[src/umd_pkg.sv]
// Package: offsets, fields, resets and types of the modem and data regs
`default_nettype none

package umd_pkg;

   // -----------------------------------------------------------------
   // Register indices (byte address = index * 4)
   // -----------------------------------------------------------------
   localparam int unsigned UMD_AW = 12;
   localparam logic [9:0] IDX_DATA = 10'h3f8;
   localparam logic [9:0] IDX_IER = 10'h3f9;
   localparam logic [9:0] IDX_IID = 10'h3fa;
   localparam logic [9:0] IDX_LCR = 10'h3fb;
   localparam logic [9:0] IDX_MOC = 10'h3fc;
   localparam logic [9:0] IDX_LSR = 10'h3fd;
   localparam logic [9:0] IDX_MLS = 10'h3fe;

   // -----------------------------------------------------------------
   // Field positions
   // -----------------------------------------------------------------
   localparam int unsigned MOC_DTR = 0;
   localparam int unsigned MOC_RTS = 1;
   localparam int unsigned MOC_OUT1 = 2;
   localparam int unsigned MOC_OUT2 = 3;
   localparam int unsigned MOC_LOOP = 4;
   localparam int unsigned IER_RXD = 0;
   localparam int unsigned IER_THE = 1;
   localparam int unsigned IER_LST = 2;
   localparam int unsigned IER_MDM = 3;
   localparam int unsigned LCR_DIVACC = 7;

   // -----------------------------------------------------------------
   // Interrupt identity codes: no interrupt, then highest priority first
   // -----------------------------------------------------------------
   localparam logic [2:0] IID_NONE = 3'h1;
   localparam logic [2:0] IID_LST = 3'h6;
   localparam logic [2:0] IID_RXD = 3'h4;
   localparam logic [2:0] IID_THE = 3'h2;
   localparam logic [2:0] IID_MDM = 3'h0;

   // -----------------------------------------------------------------
   // Reset values
   // -----------------------------------------------------------------
   localparam logic [4:0] MOC_RST = 5'h00;
   localparam logic [3:0] IER_RST = 4'h0;
   localparam logic [7:0] LCR_RST = 8'h00;
   localparam logic [15:0] DIV_RST = 16'h0010;

   typedef enum logic [1:0] {RX_IDLE, RX_START, RX_DATA, RX_STOP} umd_rx_t;
   typedef enum logic {TX_IDLE, TX_SHIFT} umd_tx_t;

endpackage

`default_nettype wire

[src/umd_top.sv]
// Modem status, modem control and data registers with a serial core
//
// Behaviour
// RULE1 - Software may write low four state bits
// RULE2 - Written ones raise modem interrupt, cleared normally
// RULE3 - Software restores registers before clearing loopback
// RULE4 - Control bits 5 to 7 always read zero
// RULE5 - Change flags set on change, clear on read
// RULE6 - Bit 0 flags clear-to-send change
// RULE7 - Bit 1 flags set-ready change
// RULE8 - Bit 2 flags ring on-to-off only
// RULE9 - Bit 3 flags carrier-detect change
// RULE10 - Any change flag raises modem interrupt
// RULE11 - Bit 4 is clear-to-send, loop gives request
// RULE12 - Bit 5 is set-ready, loop gives terminal-ready
// RULE13 - Bit 6 is ring, loop gives first auxiliary
// RULE14 - Bit 7 is carrier, loop gives second auxiliary
// RULE15 - Data read returns receive buffer
// RULE16 - Data write loads transmit holding
// RULE17 - First received bit lands in bit 0
// RULE18 - Bit 0 is transmitted first
// RULE19 - Loopback marks output, loops data and modem lines
// RULE20 - Modem output pins are inverted control bits
// RULE21 - Modem interrupt needs enable bit 3
// RULE22 - Modem interrupt has lowest priority
// RULE23 - Inputs synchronised; change beats same-cycle read
`default_nettype none

module umd_top
   import umd_pkg::*;
#(
   parameter int DIV_W = 16
) (
   input wire logic pclk,
   input wire logic presetn,
   input wire logic psel,
   input wire logic penable,
   input wire logic pwrite,
   input wire logic [UMD_AW-1:0] paddr,
   input wire logic [31:0] pwdata,
   output logic [31:0] prdata,
   output logic pready,
   output logic pslverr,
   input wire logic sin,
   output logic sout,
   input wire logic cts_n,
   input wire logic dsr_n,
   input wire logic ri_n,
   input wire logic dcd_n,
   output logic dtr_n,
   output logic rts_n,
   output logic out1_n,
   output logic out2_n,
   output logic interrupt_output
);

   if (DIV_W < 8 || DIV_W > 16) begin : g_bad_width
      $error("umd_top: DIV_W must lie in 8..16");
   end

   // -----------------------------------------------------------------
   // Declarations
   // -----------------------------------------------------------------
   logic [4:0] sy1_ff, sy2_ff;
   logic [4:0] moc_ff;
   logic [3:0] ier_ff;
   logic [7:0] lcr_ff;
   logic [15:0] div_ff;
   logic [7:0] hold_ff, rxbuf_ff, rsh_ff;
   logic thre_ff, dr_ff, oe_ff, irq_ff, err_ff;
   logic [3:0] delta_ff, nxt_delta, prev_ff, live_on, evt, clr;
   logic [31:0] prdata_ff;
   logic [7:0] rd_val;
   logic [9:0] idx;
   logic setup, acc, wr, rd, div_acc, loop, hit;
   logic [2:0] iid;
   logic [15:0] div_eff;
   umd_tx_t tx_state;
   umd_rx_t rx_state;
   logic [9:0] tsr_ff;
   logic [3:0] tbits_ff, rbits_ff;
   logic [15:0] tcnt_ff, rcnt_ff;
   logic tx_load, rx_done, rx_in, temt;

   // -----------------------------------------------------------------
   // Bus decode
   // -----------------------------------------------------------------
   assign idx = paddr[UMD_AW-1:2];
   assign setup = psel & ~penable;
   assign acc = psel & penable;
   assign wr = acc & pwrite;
   assign rd = acc & ~pwrite;
   assign div_acc = lcr_ff[LCR_DIVACC];
   assign loop = moc_ff[MOC_LOOP];
   assign hit = (idx >= IDX_DATA) && (idx <= IDX_MLS);
   assign pready = acc;
   assign pslverr = acc & err_ff;
   assign prdata = prdata_ff;
   assign div_eff = (div_ff == 16'h0000) ? 16'h0001 : div_ff;

   // Two-flop synchronisers for sin and modem lines
   always_ff @(posedge pclk or negedge presetn) begin // see RULE23
      if (!presetn) begin
         sy1_ff <= 5'h1f;
         sy2_ff <= 5'h1f;
      end else begin
         sy1_ff <= {dcd_n, ri_n, dsr_n, cts_n, sin};
         sy2_ff <= sy1_ff;
      end
   end

   // -----------------------------------------------------------------
   // Modem lines and change flags
   // -----------------------------------------------------------------
   // Lines as "on" levels; loopback takes them from the control bits
   assign live_on = loop ? // see RULE19
      {moc_ff[MOC_OUT2], moc_ff[MOC_OUT1], // see RULE13, RULE14
       moc_ff[MOC_DTR], moc_ff[MOC_RTS]} // see RULE11, RULE12
      : ~sy2_ff[4:1];
   assign evt[0] = live_on[0] ^ prev_ff[0]; // see RULE6
   assign evt[1] = live_on[1] ^ prev_ff[1]; // see RULE7
   assign evt[2] = prev_ff[2] & ~live_on[2]; // see RULE8
   assign evt[3] = live_on[3] ^ prev_ff[3]; // see RULE9
   // Clear only the flags the read actually reported
   assign clr = (rd && idx == IDX_MLS) ? prdata_ff[3:0] : 4'h0;

   // Software write loads the flags; new changes always win
   always_comb begin // see RULE1, RULE2, RULE5, RULE23
      if (wr && idx == IDX_MLS) begin
         nxt_delta = pwdata[3:0] | evt;
      end else begin
         nxt_delta = (delta_ff & ~clr) | evt;
      end
   end

   // Flag and previous-level storage
   always_ff @(posedge pclk or negedge presetn) begin
      if (!presetn) begin
         delta_ff <= 4'h0;
         prev_ff <= 4'h0;
      end else begin
         delta_ff <= nxt_delta;
         prev_ff <= live_on;
      end
   end

   // Output pins, inverted; inactive while looped back
   assign dtr_n = loop | ~moc_ff[MOC_DTR]; // see RULE20, RULE19
   assign rts_n = loop | ~moc_ff[MOC_RTS]; // see RULE20
   assign out1_n = loop | ~moc_ff[MOC_OUT1]; // see RULE20
   assign out2_n = loop | ~moc_ff[MOC_OUT2]; // see RULE20

   // -----------------------------------------------------------------
   // Control registers
   // -----------------------------------------------------------------
   // Plain writable registers; upper control bits are not stored
   always_ff @(posedge pclk or negedge presetn) begin
      if (!presetn) begin
         moc_ff <= MOC_RST;
         ier_ff <= IER_RST;
         lcr_ff <= LCR_RST;
         div_ff <= DIV_RST;
      end else if (wr) begin
         case (idx)
            IDX_MOC: moc_ff <= pwdata[4:0]; // see RULE4, RULE3
            IDX_LCR: lcr_ff <= pwdata[7:0];
            IDX_IER: begin
               if (div_acc) begin
                  div_ff[15:8] <= pwdata[7:0];
               end else begin
                  ier_ff <= pwdata[3:0];
               end
            end
            IDX_DATA: begin
               if (div_acc) begin
                  div_ff[7:0] <= pwdata[7:0];
               end
            end
            default: ;
         endcase
      end
   end

   // Transmit holding register and its empty flag
   always_ff @(posedge pclk or negedge presetn) begin // see RULE16
      if (!presetn) begin
         hold_ff <= 8'h00;
         thre_ff <= 1'b1;
      end else if (wr && idx == IDX_DATA && !div_acc) begin
         hold_ff <= pwdata[7:0];
         thre_ff <= 1'b0;
      end else if (tx_load) begin
         thre_ff <= 1'b1;
      end
   end

   // Receive data ready and overrun; arrivals beat clears
   always_ff @(posedge pclk or negedge presetn) begin
      if (!presetn) begin
         dr_ff <= 1'b0;
         oe_ff <= 1'b0;
         rxbuf_ff <= 8'h00;
      end else begin
         if (rx_done) begin
            rxbuf_ff <= rsh_ff;
            dr_ff <= 1'b1;
         end else if (rd && idx == IDX_DATA && !div_acc) begin
            dr_ff <= 1'b0;
         end
         if (rx_done && dr_ff) begin
            oe_ff <= 1'b1;
         end else if (rd && idx == IDX_LSR) begin
            oe_ff <= 1'b0;
         end
      end
   end

   // -----------------------------------------------------------------
   // Interrupt priority
   // -----------------------------------------------------------------
   // Line status, then rx data, then tx empty, then modem last
   always_comb begin // see RULE10, RULE21, RULE22
      if (oe_ff && ier_ff[IER_LST]) begin
         iid = IID_LST;
      end else if (dr_ff && ier_ff[IER_RXD]) begin
         iid = IID_RXD;
      end else if (thre_ff && ier_ff[IER_THE]) begin
         iid = IID_THE;
      end else if ((|delta_ff) && ier_ff[IER_MDM]) begin
         iid = IID_MDM;
      end else begin
         iid = IID_NONE;
      end
   end

   // Registered interrupt line
   always_ff @(posedge pclk or negedge presetn) begin
      if (!presetn) begin
         irq_ff <= 1'b0;
      end else begin
         irq_ff <= (iid != IID_NONE);
      end
   end
   assign interrupt_output = irq_ff;

   // -----------------------------------------------------------------
   // Read path
   // -----------------------------------------------------------------
   assign temt = thre_ff & (tx_state == TX_IDLE);

   // Read value selection
   always_comb begin
      case (idx)
         IDX_DATA: rd_val = div_acc ? div_ff[7:0] : rxbuf_ff; // see RULE15
         IDX_IER: rd_val = div_acc ? div_ff[15:8] : {4'h0, ier_ff};
         IDX_IID: rd_val = {5'h00, iid};
         IDX_LCR: rd_val = lcr_ff;
         IDX_MOC: rd_val = {3'h0, moc_ff}; // see RULE4
         IDX_LSR: rd_val = {1'b0, temt, thre_ff, 3'h0, oe_ff, dr_ff};
         IDX_MLS: rd_val = {live_on, delta_ff}; // see RULE11, RULE14
         default: rd_val = 8'h00;
      endcase
   end

   // Read data and error captured in the setup cycle
   always_ff @(posedge pclk or negedge presetn) begin
      if (!presetn) begin
         prdata_ff <= 32'h0000_0000;
         err_ff <= 1'b0;
      end else if (setup) begin
         prdata_ff <= {24'h00_0000, rd_val};
         err_ff <= ~hit;
      end
   end

   // -----------------------------------------------------------------
   // Transmitter, 8N1, one bit per div_eff cycles
   // -----------------------------------------------------------------
   assign tx_load = (tx_state == TX_IDLE) && !thre_ff;

   // Shifter sends start, bit 0 first, then stop
   always_ff @(posedge pclk or negedge presetn) begin // see RULE18
      if (!presetn) begin
         tx_state <= TX_IDLE;
         tsr_ff <= 10'h3ff;
         tbits_ff <= 4'h0;
         tcnt_ff <= 16'h0000;
      end else begin
         case (tx_state)
            TX_IDLE: begin
               if (tx_load) begin
                  tsr_ff <= {1'b1, hold_ff, 1'b0};
                  tbits_ff <= 4'h0;
                  tcnt_ff <= div_eff - 16'h0001;
                  tx_state <= TX_SHIFT;
               end
            end
            TX_SHIFT: begin
               if (tcnt_ff == 16'h0000) begin
                  tsr_ff <= {1'b1, tsr_ff[9:1]};
                  tbits_ff <= tbits_ff + 4'h1;
                  tcnt_ff <= div_eff - 16'h0001;
                  if (tbits_ff == 4'h9) begin
                     tx_state <= TX_IDLE;
                  end
               end else begin
                  tcnt_ff <= tcnt_ff - 16'h0001;
               end
            end
            default: tx_state <= TX_IDLE;
         endcase
      end
   end
   assign sout = loop | tsr_ff[0]; // see RULE19

   // -----------------------------------------------------------------
   // Receiver
   // -----------------------------------------------------------------
   assign rx_in = loop ? tsr_ff[0] : sy2_ff[0]; // see RULE19
   assign rx_done = (rx_state == RX_STOP) && (rcnt_ff == 16'h0000);

   // Mid-bit sampling; first bit shifts down to bit 0
   always_ff @(posedge pclk or negedge presetn) begin // see RULE17
      if (!presetn) begin
         rx_state <= RX_IDLE;
         rsh_ff <= 8'h00;
         rbits_ff <= 4'h0;
         rcnt_ff <= 16'h0000;
      end else begin
         case (rx_state)
            RX_IDLE: begin
               if (!rx_in) begin
                  rcnt_ff <= {1'b0, div_eff[15:1]};
                  rx_state <= RX_START;
               end
            end
            RX_START: begin
               if (rcnt_ff != 16'h0000) begin
                  rcnt_ff <= rcnt_ff - 16'h0001;
               end else if (!rx_in) begin
                  rcnt_ff <= div_eff - 16'h0001;
                  rbits_ff <= 4'h0;
                  rx_state <= RX_DATA;
               end else begin
                  rx_state <= RX_IDLE;
               end
            end
            RX_DATA: begin
               if (rcnt_ff != 16'h0000) begin
                  rcnt_ff <= rcnt_ff - 16'h0001;
               end else begin
                  rsh_ff <= {rx_in, rsh_ff[7:1]};
                  rbits_ff <= rbits_ff + 4'h1;
                  rcnt_ff <= div_eff - 16'h0001;
                  if (rbits_ff == 4'h7) begin
                     rx_state <= RX_STOP;
                  end
               end
            end
            RX_STOP: begin
               if (rcnt_ff != 16'h0000) begin
                  rcnt_ff <= rcnt_ff - 16'h0001;
               end else begin
                  rx_state <= RX_IDLE;
               end
            end
            default: rx_state <= RX_IDLE;
         endcase
      end
   end

   // -----------------------------------------------------------------
   // Assertions
   // -----------------------------------------------------------------
   a_moc_high_zero: // see RULE4
      assert property (@(posedge pclk) disable iff (!presetn)
         setup && idx == IDX_MOC |=> prdata_ff[7:5] == 3'h0)
      else $error("control bits 5-7 not zero");

   a_flag_on_change: // see RULE6
      assert property (@(posedge pclk) disable iff (!presetn)
         live_on[0] != prev_ff[0] |=> delta_ff[0])
      else $error("clear-to-send change not flagged");

   a_ring_rise_quiet: // see RULE8
      assert property (@(posedge pclk) disable iff (!presetn)
         !prev_ff[2] && live_on[2] && !wr && clr[2] == 1'b0
         |=> delta_ff[2] == $past(delta_ff[2]))
      else $error("ring rising edge set the flag");

   a_read_clears: // see RULE5
      assert property (@(posedge pclk) disable iff (!presetn)
         rd && idx == IDX_MLS && evt == 4'h0
         |=> delta_ff == ($past(delta_ff) & ~$past(prdata_ff[3:0])))
      else $error("state read did not clear flags");

   a_loop_mirror: // see RULE11
      assert property (@(posedge pclk) disable iff (!presetn)
         loop && setup && idx == IDX_MLS
         |=> prdata_ff[4] == $past(moc_ff[MOC_RTS]))
      else $error("loopback state bit 4 wrong");

   a_out_invert: // see RULE20
      assert property (@(posedge pclk) disable iff (!presetn)
         !loop |-> {dtr_n, out2_n} ==
         {~moc_ff[MOC_DTR], ~moc_ff[MOC_OUT2]})
      else $error("modem output not inverted");

   a_sout_mark: // see RULE19
      assert property (@(posedge pclk) disable iff (!presetn)
         loop |-> sout && dtr_n && rts_n)
      else $error("loopback output not at mark");

   a_modem_gate: // see RULE21
      assert property (@(posedge pclk) disable iff (!presetn)
         !ier_ff[IER_MDM] |-> iid != IID_MDM)
      else $error("modem interrupt without enable");

   a_modem_lowest: // see RULE22
      assert property (@(posedge pclk) disable iff (!presetn)
         (|delta_ff) && ier_ff[IER_MDM] && iid != IID_MDM
         |-> iid != IID_NONE)
      else $error("modem interrupt lost");

   a_data_read: // see RULE15
      assert property (@(posedge pclk) disable iff (!presetn)
         setup && idx == IDX_DATA && !div_acc
         |=> prdata_ff[7:0] == $past(rxbuf_ff))
      else $error("data read not receive buffer");

   a_data_write: // see RULE16
      assert property (@(posedge pclk) disable iff (!presetn)
         wr && idx == IDX_DATA && !div_acc
         |=> hold_ff == $past(pwdata[7:0]) && !thre_ff)
      else $error("holding register not loaded");

   a_tx_lsb_first: // see RULE18
      assert property (@(posedge pclk) disable iff (!presetn)
         tx_load |=> !tsr_ff[0] && tsr_ff[1] == $past(hold_ff[0]))
      else $error("transmit order wrong");

endmodule // umd_top

`default_nettype wire

[config.mk]
export PLATFORM = sky130hd
export DESIGN_NAME = umd_top
export DESIGN_NICKNAME = d
export VERILOG_FILES = /design/src/umd_pkg.sv /design/src/umd_top.sv
export SDC_FILE = /design/constraint.sdc
export NUM_CORES = 1
export LEC_CHECK = 0
export BUFFER_PORTS_ARGS = -buffer_cell sky130_fd_sc_hd__buf_2
export CAP_MARGIN = 20
export CORE_MARGIN = 4
export CORE_UTILIZATION = 60
export CTS_BUF_LIST = sky130_fd_sc_hd__clkbuf_4
export DETAILED_ROUTE_END_ITERATION = 10
export HOLD_SLACK_MARGIN = 0.06
export PLACE_DENSITY = 0.82
export SLEW_MARGIN = 20
export SYNTH_ARGS = -nofsm -noshare
export SYNTH_HDL_FRONTEND = slang
export SYNTH_SLANG_ARGS = --single-unit
[constraint.sdc]
create_clock -name pclk -period 3.9 [get_ports pclk]
set_input_delay 0.975 -clock pclk [delete_from_list [all_inputs] [get_ports pclk]]
set_output_delay 0.975 -clock pclk [all_outputs]
set_load 0.02 [all_outputs]
# Yosys cells after proc, flatten, opt, wreduce, memory -nomap -nowiden
# Cells that the tools add are included.
[word_totals] ff_bits=141 inputBits=54 output_inout_bits=40 wordCells=171
[op_classes] addsub=5 order_cmp=2 n_eq_ne=23 n_mux=48 bitwise=31 n_reduce_logical=37
[ops] operator="$mux 16" n=8
[ops] operator="$eq 10x10->1 const B" n=7
[ops] operator="$pmux 16 s4" n=1
[ops] operator="$pmux 8 s7" n=1
[ops] operator="$logic_not 16->1" n=3
[ops] operator="$sub 16x1->16 const B" n=3
[ops] operator="$mux 4" n=8
[ops] operator="$pmux 16 s2" n=1
[ops] operator="$mux 10" n=2
[ops] operator="$pmux 10 s2" n=1
[ops] operator="$mux 8" n=2
[ops] operator="$pmux 4 s2" n=2
[ops] operator="$reduce_bool 16->1" n=1
[ops] operator="$logic_and 1x1->1" n=15
[ops] operator="$mux 2" n=7
[ops] operator="$ne 2x2->1 const B" n=7
[ops] operator="$reduce_and 3->1" n=4
[ops] operator="$mux 1" n=11
[ops] operator="$not 1->1" n=11
[ops] operator="$ge 10x10->1 const B" n=1
[ops] operator="$le 10x10->1 const B" n=1
[ops] operator="$add 4x1->4 const B" n=2
[ops] operator="$not 4->4" n=2
[ops] operator="$or 4x4->4" n=2
[ops] operator="other kinds (21)" n=43

# Depth between registers and ports, before layout
# Gate-level depths: netlist of run 1.
[logic_depth] ltp_word=8 mapped_depth=12 mapped_depth_nobuf=11

# Worst setup path after synthesis of run 1
# Ideal clock, no wire load.
[synth_path] path_kind="register to register" start="register div_ff[4]" end="register rcnt_ff[14]" setup_ns=0.138 arrival_ns=2.800 t_required_ns=3.762 setup_slack_ns=0.961 path_stages_with_launch=13 n_path_buf=1 synth_period_minus_slack_ns=2.939 path_cell_list="dfstp_2 clkbuf_2 nor2_1 or4b_1 nor2_1 a21oi_1 ha_1 nor3b_1 nand2_1 o21a_1 o41a_1 o221ai_1 o211ai_1"
[synth_via] elab_chain_len=6 elab_cells_between_ends=8 cone_classes="add/sub: 1; mux: 6; reduce/logical: 1"
[synth_rtl] item="start: declaration" line_no="umd_top.sv:68" text="logic [15:0] div_ff;"
[synth_rtl] item="start signal: assignment" line_no="umd_top.sv:176" text="div_ff[7:0] <= pwdata[7:0];"
[synth_rtl] item="$logic_not 16->1" line_no="umd_top.sv:99" text="assign div_eff = (div_ff == 16'h0000) ? 16'h0001 : div_ff;"
[synth_rtl] item="$mux 16 (*)" line_no="umd_top.sv:99"
[synth_rtl] item="$sub 16x1->16" line_no="umd_top.sv:341, umd_top.sv:354"
[synth_rtl] item="$mux 16" line_no="umd_top.sv:340" text="end else if (!rx_in) begin"
[synth_rtl] item="$mux 16" line_no="umd_top.sv:338" text="if (rcnt_ff != 16'h0000) begin"
[synth_rtl] item="$pmux 16 s4 (*)" line_no="umd_top.sv:330" text="case (rx_state)"
[synth_rtl] item="end signal: assignment" line_no="umd_top.sv:339" text="rcnt_ff <= rcnt_ff - 16'h0001;"
[synth_rtl] item="end signal: assignment" line_no="umd_top.sv:341" text="rcnt_ff <= div_eff - 16'h0001;"
[synth_rtl] item="end signal: assignment" line_no="umd_top.sv:354" text="rcnt_ff <= div_eff - 16'h0001;"
[synth_rtl] item="end: declaration" line_no="umd_top.sv:82" text="logic [15:0] tcnt_ff, rcnt_ff;"
# Mark *: on every way between the ends. The rest lies on a longest branch, timed or not. The select of a mux whose other input is x is not followed.
# A chain may end at the register's enable or synchronous reset.

# Final worst setup path of run 1
[layout_path] start="register div_ff[5]" end="register rcnt_ff[14]"
# The elaborated chain is that of the path after synthesis.

==> impl_metrics.ini, run 1 <==
[worst_setup_path]
path_class = flop to flop
crit_path_end_kind = flop
crit_fanout = 7
critPathArrivalTime_ns = 3.69
timing.reg2reg.worst_path_depth = 12
critical_path.startpoint_type = flop
critical_path_required_ns = 4.34

[floorplan]
dieWidth_um = 120.8
dieArea_um2 = 14600
boundaryPins = 94
die_h_um = 120.8
initial_utilization_pct = 62.31
placementRows = 40
core_area_um2 = 12260

[detailed_routing]
drt_wl_total_mm = 18.74
drt-initial-drc-count = 604
avgViaCountPerCell = 6.430
ant_nets = 0
drtPass1Iterations = 9
detailroute.via_count = 6295
avgRoutedWirePerCell_um = 19.14
remaining_drc_errors = 0

[sta]
timing.fmax_mhz = 308.1
finalSetupTns_ns = 0
finalCritPeriodShare_pct = 83.23
timing_max_transition_violations_final = 0
timing_hold_violations_final = 0
hold_slack_ns = 0.3651
report.final.setup_viol = 0
final.setup.worst_slack_ns = 0.6540
slew-limit-headroom_pct = 27.36
grt_setup_unrepaired = no
worst_slew_pin_slew_ns = 1.087
fin_crit_ns = 3.246
timing.clock.skew_ns = 0.02731

[clock_network]
cts_inserted_buffers = 17
cts.htree.levels = 4
clock-root-buffer = sky130_fd_sc_hd__clkbuf_4
ctsResizeCount = 0
tritoncts_num_sinks = 140
clk-insertion-delay-late_ns = 0.58
cts_hold_buf = 0
path_clk_slew_ns = 0.13
tritoncts_clock_tree = yes
cts_post_setup_buffers_inserted = 0
cts.path.max_buffers = 2

[synth]
synth-seq-area-share_pct = 46.20
synth.avg_cell_area_um2 = 9.961
synth-main-ff-cell = sky130_fd_sc_hd__dfrtp_1
post_synth_instance_area_um2 = 7640
number_of_cells_produced_by_synthesis = 767
synth.ff_latch_count = 140
async_flop_share_pct = 100.0
synth_edf_count = 0
yosysWarningCount = 0
synth_cell_types = 73

[global_route]
grt_first_pass_wirelength_mm = 30.64
pin_count_of_the_biggest_net_entering_global_routing = 88
grt_util_all_layers_pct = 26.53
overflow = 0
via_count_of_the_first_global_routing_pass = 6066
grt_antenna_before_repair = 0

[final_layout]
num_antenna_cells = 0
nNetsFinal = 863
area_delta_synth_final_pct = 6.600
most_common_library_cell_in_the_layout_ignoring_fill_and_taps = sky130_fd_sc_hd__dfrtp_1
post_route_cells_drive_above_1_share_pct = 21.70
layout_common_cells = sky130_fd_sc_hd__dfrtp_1 (119), sky130_fd_sc_hd__nand2_1 (81), sky130_fd_sc_hd__mux2_2 (59), sky130_fd_sc_hd__o21ai_0 (58), sky130_fd_sc_hd__nor2_1 (49)

[min_path]
hold_class = flop to flop
worstHoldPathCells = 0

[placed_design]
place.port_buffers = 43
place_congestion = 0.9437
dpl_worst_slack_ns = 0.7209
hpwlAfterDp_mm = 13.16

[power]
peakVddDrop_v = 0.0004101
power_frac_comb_pct = 27.7
intPower_w = 0.002276
cellLeakagePower_nw = 3.671
pwr-share-clk_pct = 25.9
p_per_area_nw_per_um2 = 450.5
total_switching_power_w = 0.001393
p_seq_share_pct = 46.4
power_switching_share_pct = 37.97

[outcome]
run_status = finished, final reports clean

[job]
drv_cap = 0
[stage by stage]
stage | std cells | utilization [%] | power, W | area [um^2]
floorplan | 790 | - | 0.002494 | 7726
global route | 979 | 66.42 | 0.003888 | 8144
global placement | 947 | 64.12 | 0.002675 | 7863
finish | 979 | 66.42 | 0.003669 | 8144
CTS | 979 | 66.42 | 0.003656 | 8144
detailed placement | 947 | 64.12 | 0.002716 | 7863
[cell families after synthesis]
family	after synthesis	synth area share (%)
AND/OR/NAND/NOR	237	15.59
AO/OA/AOI/OAI	192	16.54
flip-flops	140	46.20
buffers and inverters	84	5.748
multiplexers	82	11.78
XOR/XNOR	20	2.293
adder cells (fa/ha/maj)	11	1.801
other	1	0.04908
[final cells by class]
type | instances | area [um^2]
inverter | 25 | 93.84
clock buffer | 17 | 127.6
clock inverter | 15 | 153.9
sequential | 140 | 3530
multi-input combinational | 566 | 3757
fill | 942 | 4118
tap | 168 | 210.2
timing repair buffer | 48 | 271.5
[flip-flops by register name, indices dropped and copies added, names as in the netlist, 4 cells and up, named ones only]
name	cells
div_ff	16
sy2_ff	5
tsr_ff	9
rxbuf_ff	8
rcnt_ff	16
ier_ff	4
tbits_ff	4
moc_ff	5
prdata	8
hold_ff	8
rbits_ff	4
sy1_ff	5
prev_ff	4
tcnt_ff	16
rsh_ff	8
delta_ff	4
lcr_ff	8
[metal layers]
| layer | vias to the layer above | routed length, um | GRT usage (%) |
|---|---|---|---|
| met3 | 69 | 1435 | 5.566 |
| met2 | 340 | 8986 | 41.54 |
| met1 | 3058 | 7552 | 34.33 |
| met5 | - | 0 | 0 |
| met4 | 0 | 762 | 14.87 |
| li1 | 2828 | - | - |
[critical path, stage by stage (launching register included)]
cell                       delay (ns)
sky130_fd_sc_hd__dfrtp_1         0.49
sky130_fd_sc_hd__nor2_1          0.27
sky130_fd_sc_hd__or4b_1          0.56
sky130_fd_sc_hd__nor2_1          0.24
sky130_fd_sc_hd__a21oi_1         0.18
sky130_fd_sc_hd__ha_1            0.24
sky130_fd_sc_hd__nor3b_1         0.14
sky130_fd_sc_hd__buf_4           0.16
sky130_fd_sc_hd__nand2_1         0.14
sky130_fd_sc_hd__nor3_1          0.10
sky130_fd_sc_hd__o41a_1          0.33
sky130_fd_sc_hd__o221ai_1        0.18
sky130_fd_sc_hd__o211ai_1        0.10
[synthesized netlist by cell type (5+ instances only)]
cell	number	area share (%)
sky130_fd_sc_hd__a221o_1	7	0.92
sky130_fd_sc_hd__buf_4	24	2.4
sky130_fd_sc_hd__ha_1	11	1.8
sky130_fd_sc_hd__mux2i_1	22	2.9
sky130_fd_sc_hd__o22ai_1	7	0.57
sky130_fd_sc_hd__nor3_1	20	1.3
sky130_fd_sc_hd__nor2b_1	6	0.49
sky130_fd_sc_hd__mux2_2	59	8.7
sky130_fd_sc_hd__o31ai_1	11	1.1
sky130_fd_sc_hd__o211ai_1	6	0.59
sky130_fd_sc_hd__or3_1	7	0.57
sky130_fd_sc_hd__a21oi_1	39	2.6
sky130_fd_sc_hd__clkbuf_1	24	1.2
sky130_fd_sc_hd__nand3_1	19	1.2
sky130_fd_sc_hd__dfrtp_1	119	39
sky130_fd_sc_hd__inv_1	25	1.2
sky130_fd_sc_hd__dfstp_2	21	7.2
sky130_fd_sc_hd__xnor2_1	12	1.4
sky130_fd_sc_hd__o221ai_1	6	0.69
sky130_fd_sc_hd__a31oi_1	7	0.57
sky130_fd_sc_hd__nor2_1	49	2.4
sky130_fd_sc_hd__o21a_1	7	0.69
sky130_fd_sc_hd__xor2_1	8	0.92
sky130_fd_sc_hd__a22oi_1	5	0.49
sky130_fd_sc_hd__nand2_1	81	4.0
sky130_fd_sc_hd__nand2b_1	10	0.82
sky130_fd_sc_hd__nor4_1	14	1.1
sky130_fd_sc_hd__o21ai_0	58	3.8
sky130_fd_sc_hd__a221oi_1	7	0.80
[final timing paths]
kind,from,end,slack (ns)
max,div_ff[5],rcnt_ff[14],0.65
min,sy1_ff[0],sy2_ff[0],0.37
max reg2reg,div_ff[5],rcnt_ff[14],0.65
min reg2reg,sy1_ff[0],sy2_ff[0],0.37
max in group asynchronous,presetn,tsr_ff[2],2.60
min in group asynchronous,presetn,rbits_ff[3],0.45
[power by group through the flow]
stage	Combinational [W]	Clock, W	Sequential [W]
5_1_grt	0.00114	0.00103	0.00172
6_report	0.00102	0.000950	0.00170
3_3_place_gp	0.000965	0	0.00171
3_5_place_dp	0.000995	0	0.00172
4_1_cts	0.000998	0.000962	0.00170
2_1_floorplan	0.000821	0	0.00167
(Power assumes the default switching activity.)
==> inputs of run 2 (changes only) <==
==> constraint.sdc (replaced) <==
create_clock -name pclk -period 3.4 [get_ports pclk]
set_input_delay 0.85 -clock pclk [delete_from_list [all_inputs] [get_ports pclk]]
set_output_delay 0.85 -clock pclk [all_outputs]
set_load 0.02 [all_outputs]
==> impl_metrics.ini, run 2 (synthesis gave the netlist of run 1 again) <==
[outcome]
run_status = finished, final reports clean

[worst_setup_path]
critical_path.reg2reg.startpoint = div_ff[5]
critical_path.most_common_cell = sky130_fd_sc_hd__nor2_1
critical_path_required_ns = 3.83
timing.reg2reg.worst_path_depth = 11
regToRegSetupSlack_ns = 0.23
cp_slowest_cell = sky130_fd_sc_hd__or4b_1
path_class = flop to flop
cpLargestDelayFamily = simple AND/OR/NAND/NOR gates
critical_path.startpoint_type = flop
crit_fanout = 7
crit_path_end_kind = flop
crit-reg2reg-capture = rcnt_ff[4]
crit_buf_inv = 1
critical-path-max-stage-delay_ns = 0.57
critPathArrivalTime_ns = 3.60
timing.critical_path.cells = nor2_1 -> or4b_1 -> nor2_1 -> a21oi_2 -> ha_1 -> nor3b_1 -> buf_4 -> xnor2_1 -> nand2_1 -> a21oi_1 -> o311ai_0
timing.critical_path.from = div_ff[5]

[placed_design]
hpwlAfterDp_mm = 13.74
placed_cells_incl_taps = 955
place_congestion = 0.9713
place.port_buffers = 43

[power]
peakVddDrop_v = 0.0004175
p_per_area_nw_per_um2 = 511.7
cellLeakagePower_nw = 3.707

[floorplan]
dieArea_um2 = 14600
initial_utilization_pct = 62.31
boundaryPins = 94
placementRows = 40
core_area_um2 = 12260
die_h_um = 120.8
dieWidth_um = 120.8

[sta]
worst_slew_pin_slew_ns = 0.9683
timing_max_transition_violations_final = 0
report.final.setup_viol = 0
grt_setup_unrepaired = no
slew-limit-headroom_pct = 35.44
finalSetupTns_ns = 0
timing.fmax_mhz = 315.8
timing.clock.skew_ns = 0.02025
fin_crit_ns = 3.167
finalCritPeriodShare_pct = 93.15
timing_hold_violations_final = 0

[final_layout]
most_common_library_cell_in_the_layout_ignoring_fill_and_taps = sky130_fd_sc_hd__dfrtp_1
area_delta_synth_final_pct = 7.304
reg_top3 = div_ff (16), rcnt_ff (16), tcnt_ff (16)
post_route_cells_drive_above_1_share_pct = 22.59
nNetsFinal = 871
layout_common_cells = sky130_fd_sc_hd__dfrtp_1 (119), sky130_fd_sc_hd__nand2_1 (81), sky130_fd_sc_hd__mux2_2 (59), sky130_fd_sc_hd__o21ai_0 (58), sky130_fd_sc_hd__nor2_1 (49)
finalNonFillerCells = 988

[global_route]
overflow = 0
grt_util_all_layers_pct = 27.20
grt_antenna_before_repair = 0
pin_count_of_the_biggest_net_entering_global_routing = 64
via_count_of_the_first_global_routing_pass = 6230
grt_first_pass_wirelength_mm = 31.44

[detailed_routing]
detailroute.via_count = 6228
avgViaCountPerCell = 6.304
drtPass1Iterations = 5
remaining_drc_errors = 0
drt_wl_total_mm = 19.15
drt-initial-drc-count = 604
avgRoutedWirePerCell_um = 19.38
ant_nets = 0

[clock_network]
cts_post_setup_buffers_inserted = 0
tritoncts_clock_tree = yes
path_clk_slew_ns = 0.13
clk-insertion-delay-late_ns = 0.58
cts.path.max_buffers = 2
cts.htree.levels = 4
cts_inserted_buffers = 17
tritoncts_num_sinks = 140
clock-root-buffer = sky130_fd_sc_hd__clkbuf_4

[job]
drv_cap = 0

[min_path]
hold_class = input pin to async pin
## run 2: cell count changes in the layout (fill, tap and decap cells not counted)
cell,previous run,this run
sky130_fd_sc_hd__clkinv_2,1,2
sky130_fd_sc_hd__inv_8,3,0
sky130_fd_sc_hd__clkbuf_4,17,18
sky130_fd_sc_hd__inv_6,4,6
sky130_fd_sc_hd__diode_2,0,1
sky130_fd_sc_hd__clkinv_4,4,3
sky130_fd_sc_hd__a21oi_1,39,38
sky130_fd_sc_hd__a21oi_2,0,1
sky130_fd_sc_hd__buf_4,4,12
## run 2: layer usage
layer,part of all wire [%],GRT usage [%],up-vias
met4,3.9,14.66,0
met5,0,0,-
met3,7.7,5.659,75
met1,40,33.97,2968
li1,-,-,2849
met2,49,44.32,336
## run 2: worst max path at each step
stage	slack, ns	end	cells after the start
2_1_floorplan	0.46	rcnt_ff[14]	12
3_3_place_gp	0.38	rcnt_ff[14]	11
3_5_place_dp	0.27	rcnt_ff[14]	11
4_1_cts	0.24	rcnt_ff[14]	11
5_1_grt	0.04	rcnt_ff[14]	11
6_report	0.23	rcnt_ff[4]	11
## run 2: timing repair
action / in CTS / in global routing
endpoints found under the setup margin: 0 / 1
hold buffers: 0 / 0
resized for setup: 0 / 1
## run 2: layout make-up
type / instances / area, um^2
inverters: 25 / 93.84
flip-flops and latches: 140 / 3530
multi-input cells: 566 / 3761
fillers: 929 / 4064
clock buffers: 18 / 135.1
repair buffers: 56 / 331.6
well taps: 168 / 210.2
diodes: 1 / 2.502
clock inverters: 14 / 133.9
## run 2: per-stage QoR
stage	hold WS (ns)	util, %	setup slack, ns	instance area, um^2	power [W]
finish	0.2406	66.86	0.2330	8198	0.004195
global route	0.2647	66.84	0.04294	8195	0.004423
CTS	0.2540	66.81	0.2366	8192	0.004184
detailed placement	0.3503	64.61	0.2728	7923	0.003148
global placement	0.3458	64.61	0.3755	7923	0.003096
floorplan	0.3452	-	0.4614	7726	0.002861
## run 2: power by group
part	leakage, nW	switching [W]	internal, W
clock	0.145	0.000666	0.000384
combinational	1.77	0.000744	0.000449
sequential	1.79	0.000158	0.00179
total	3.71	0.00157	0.00263
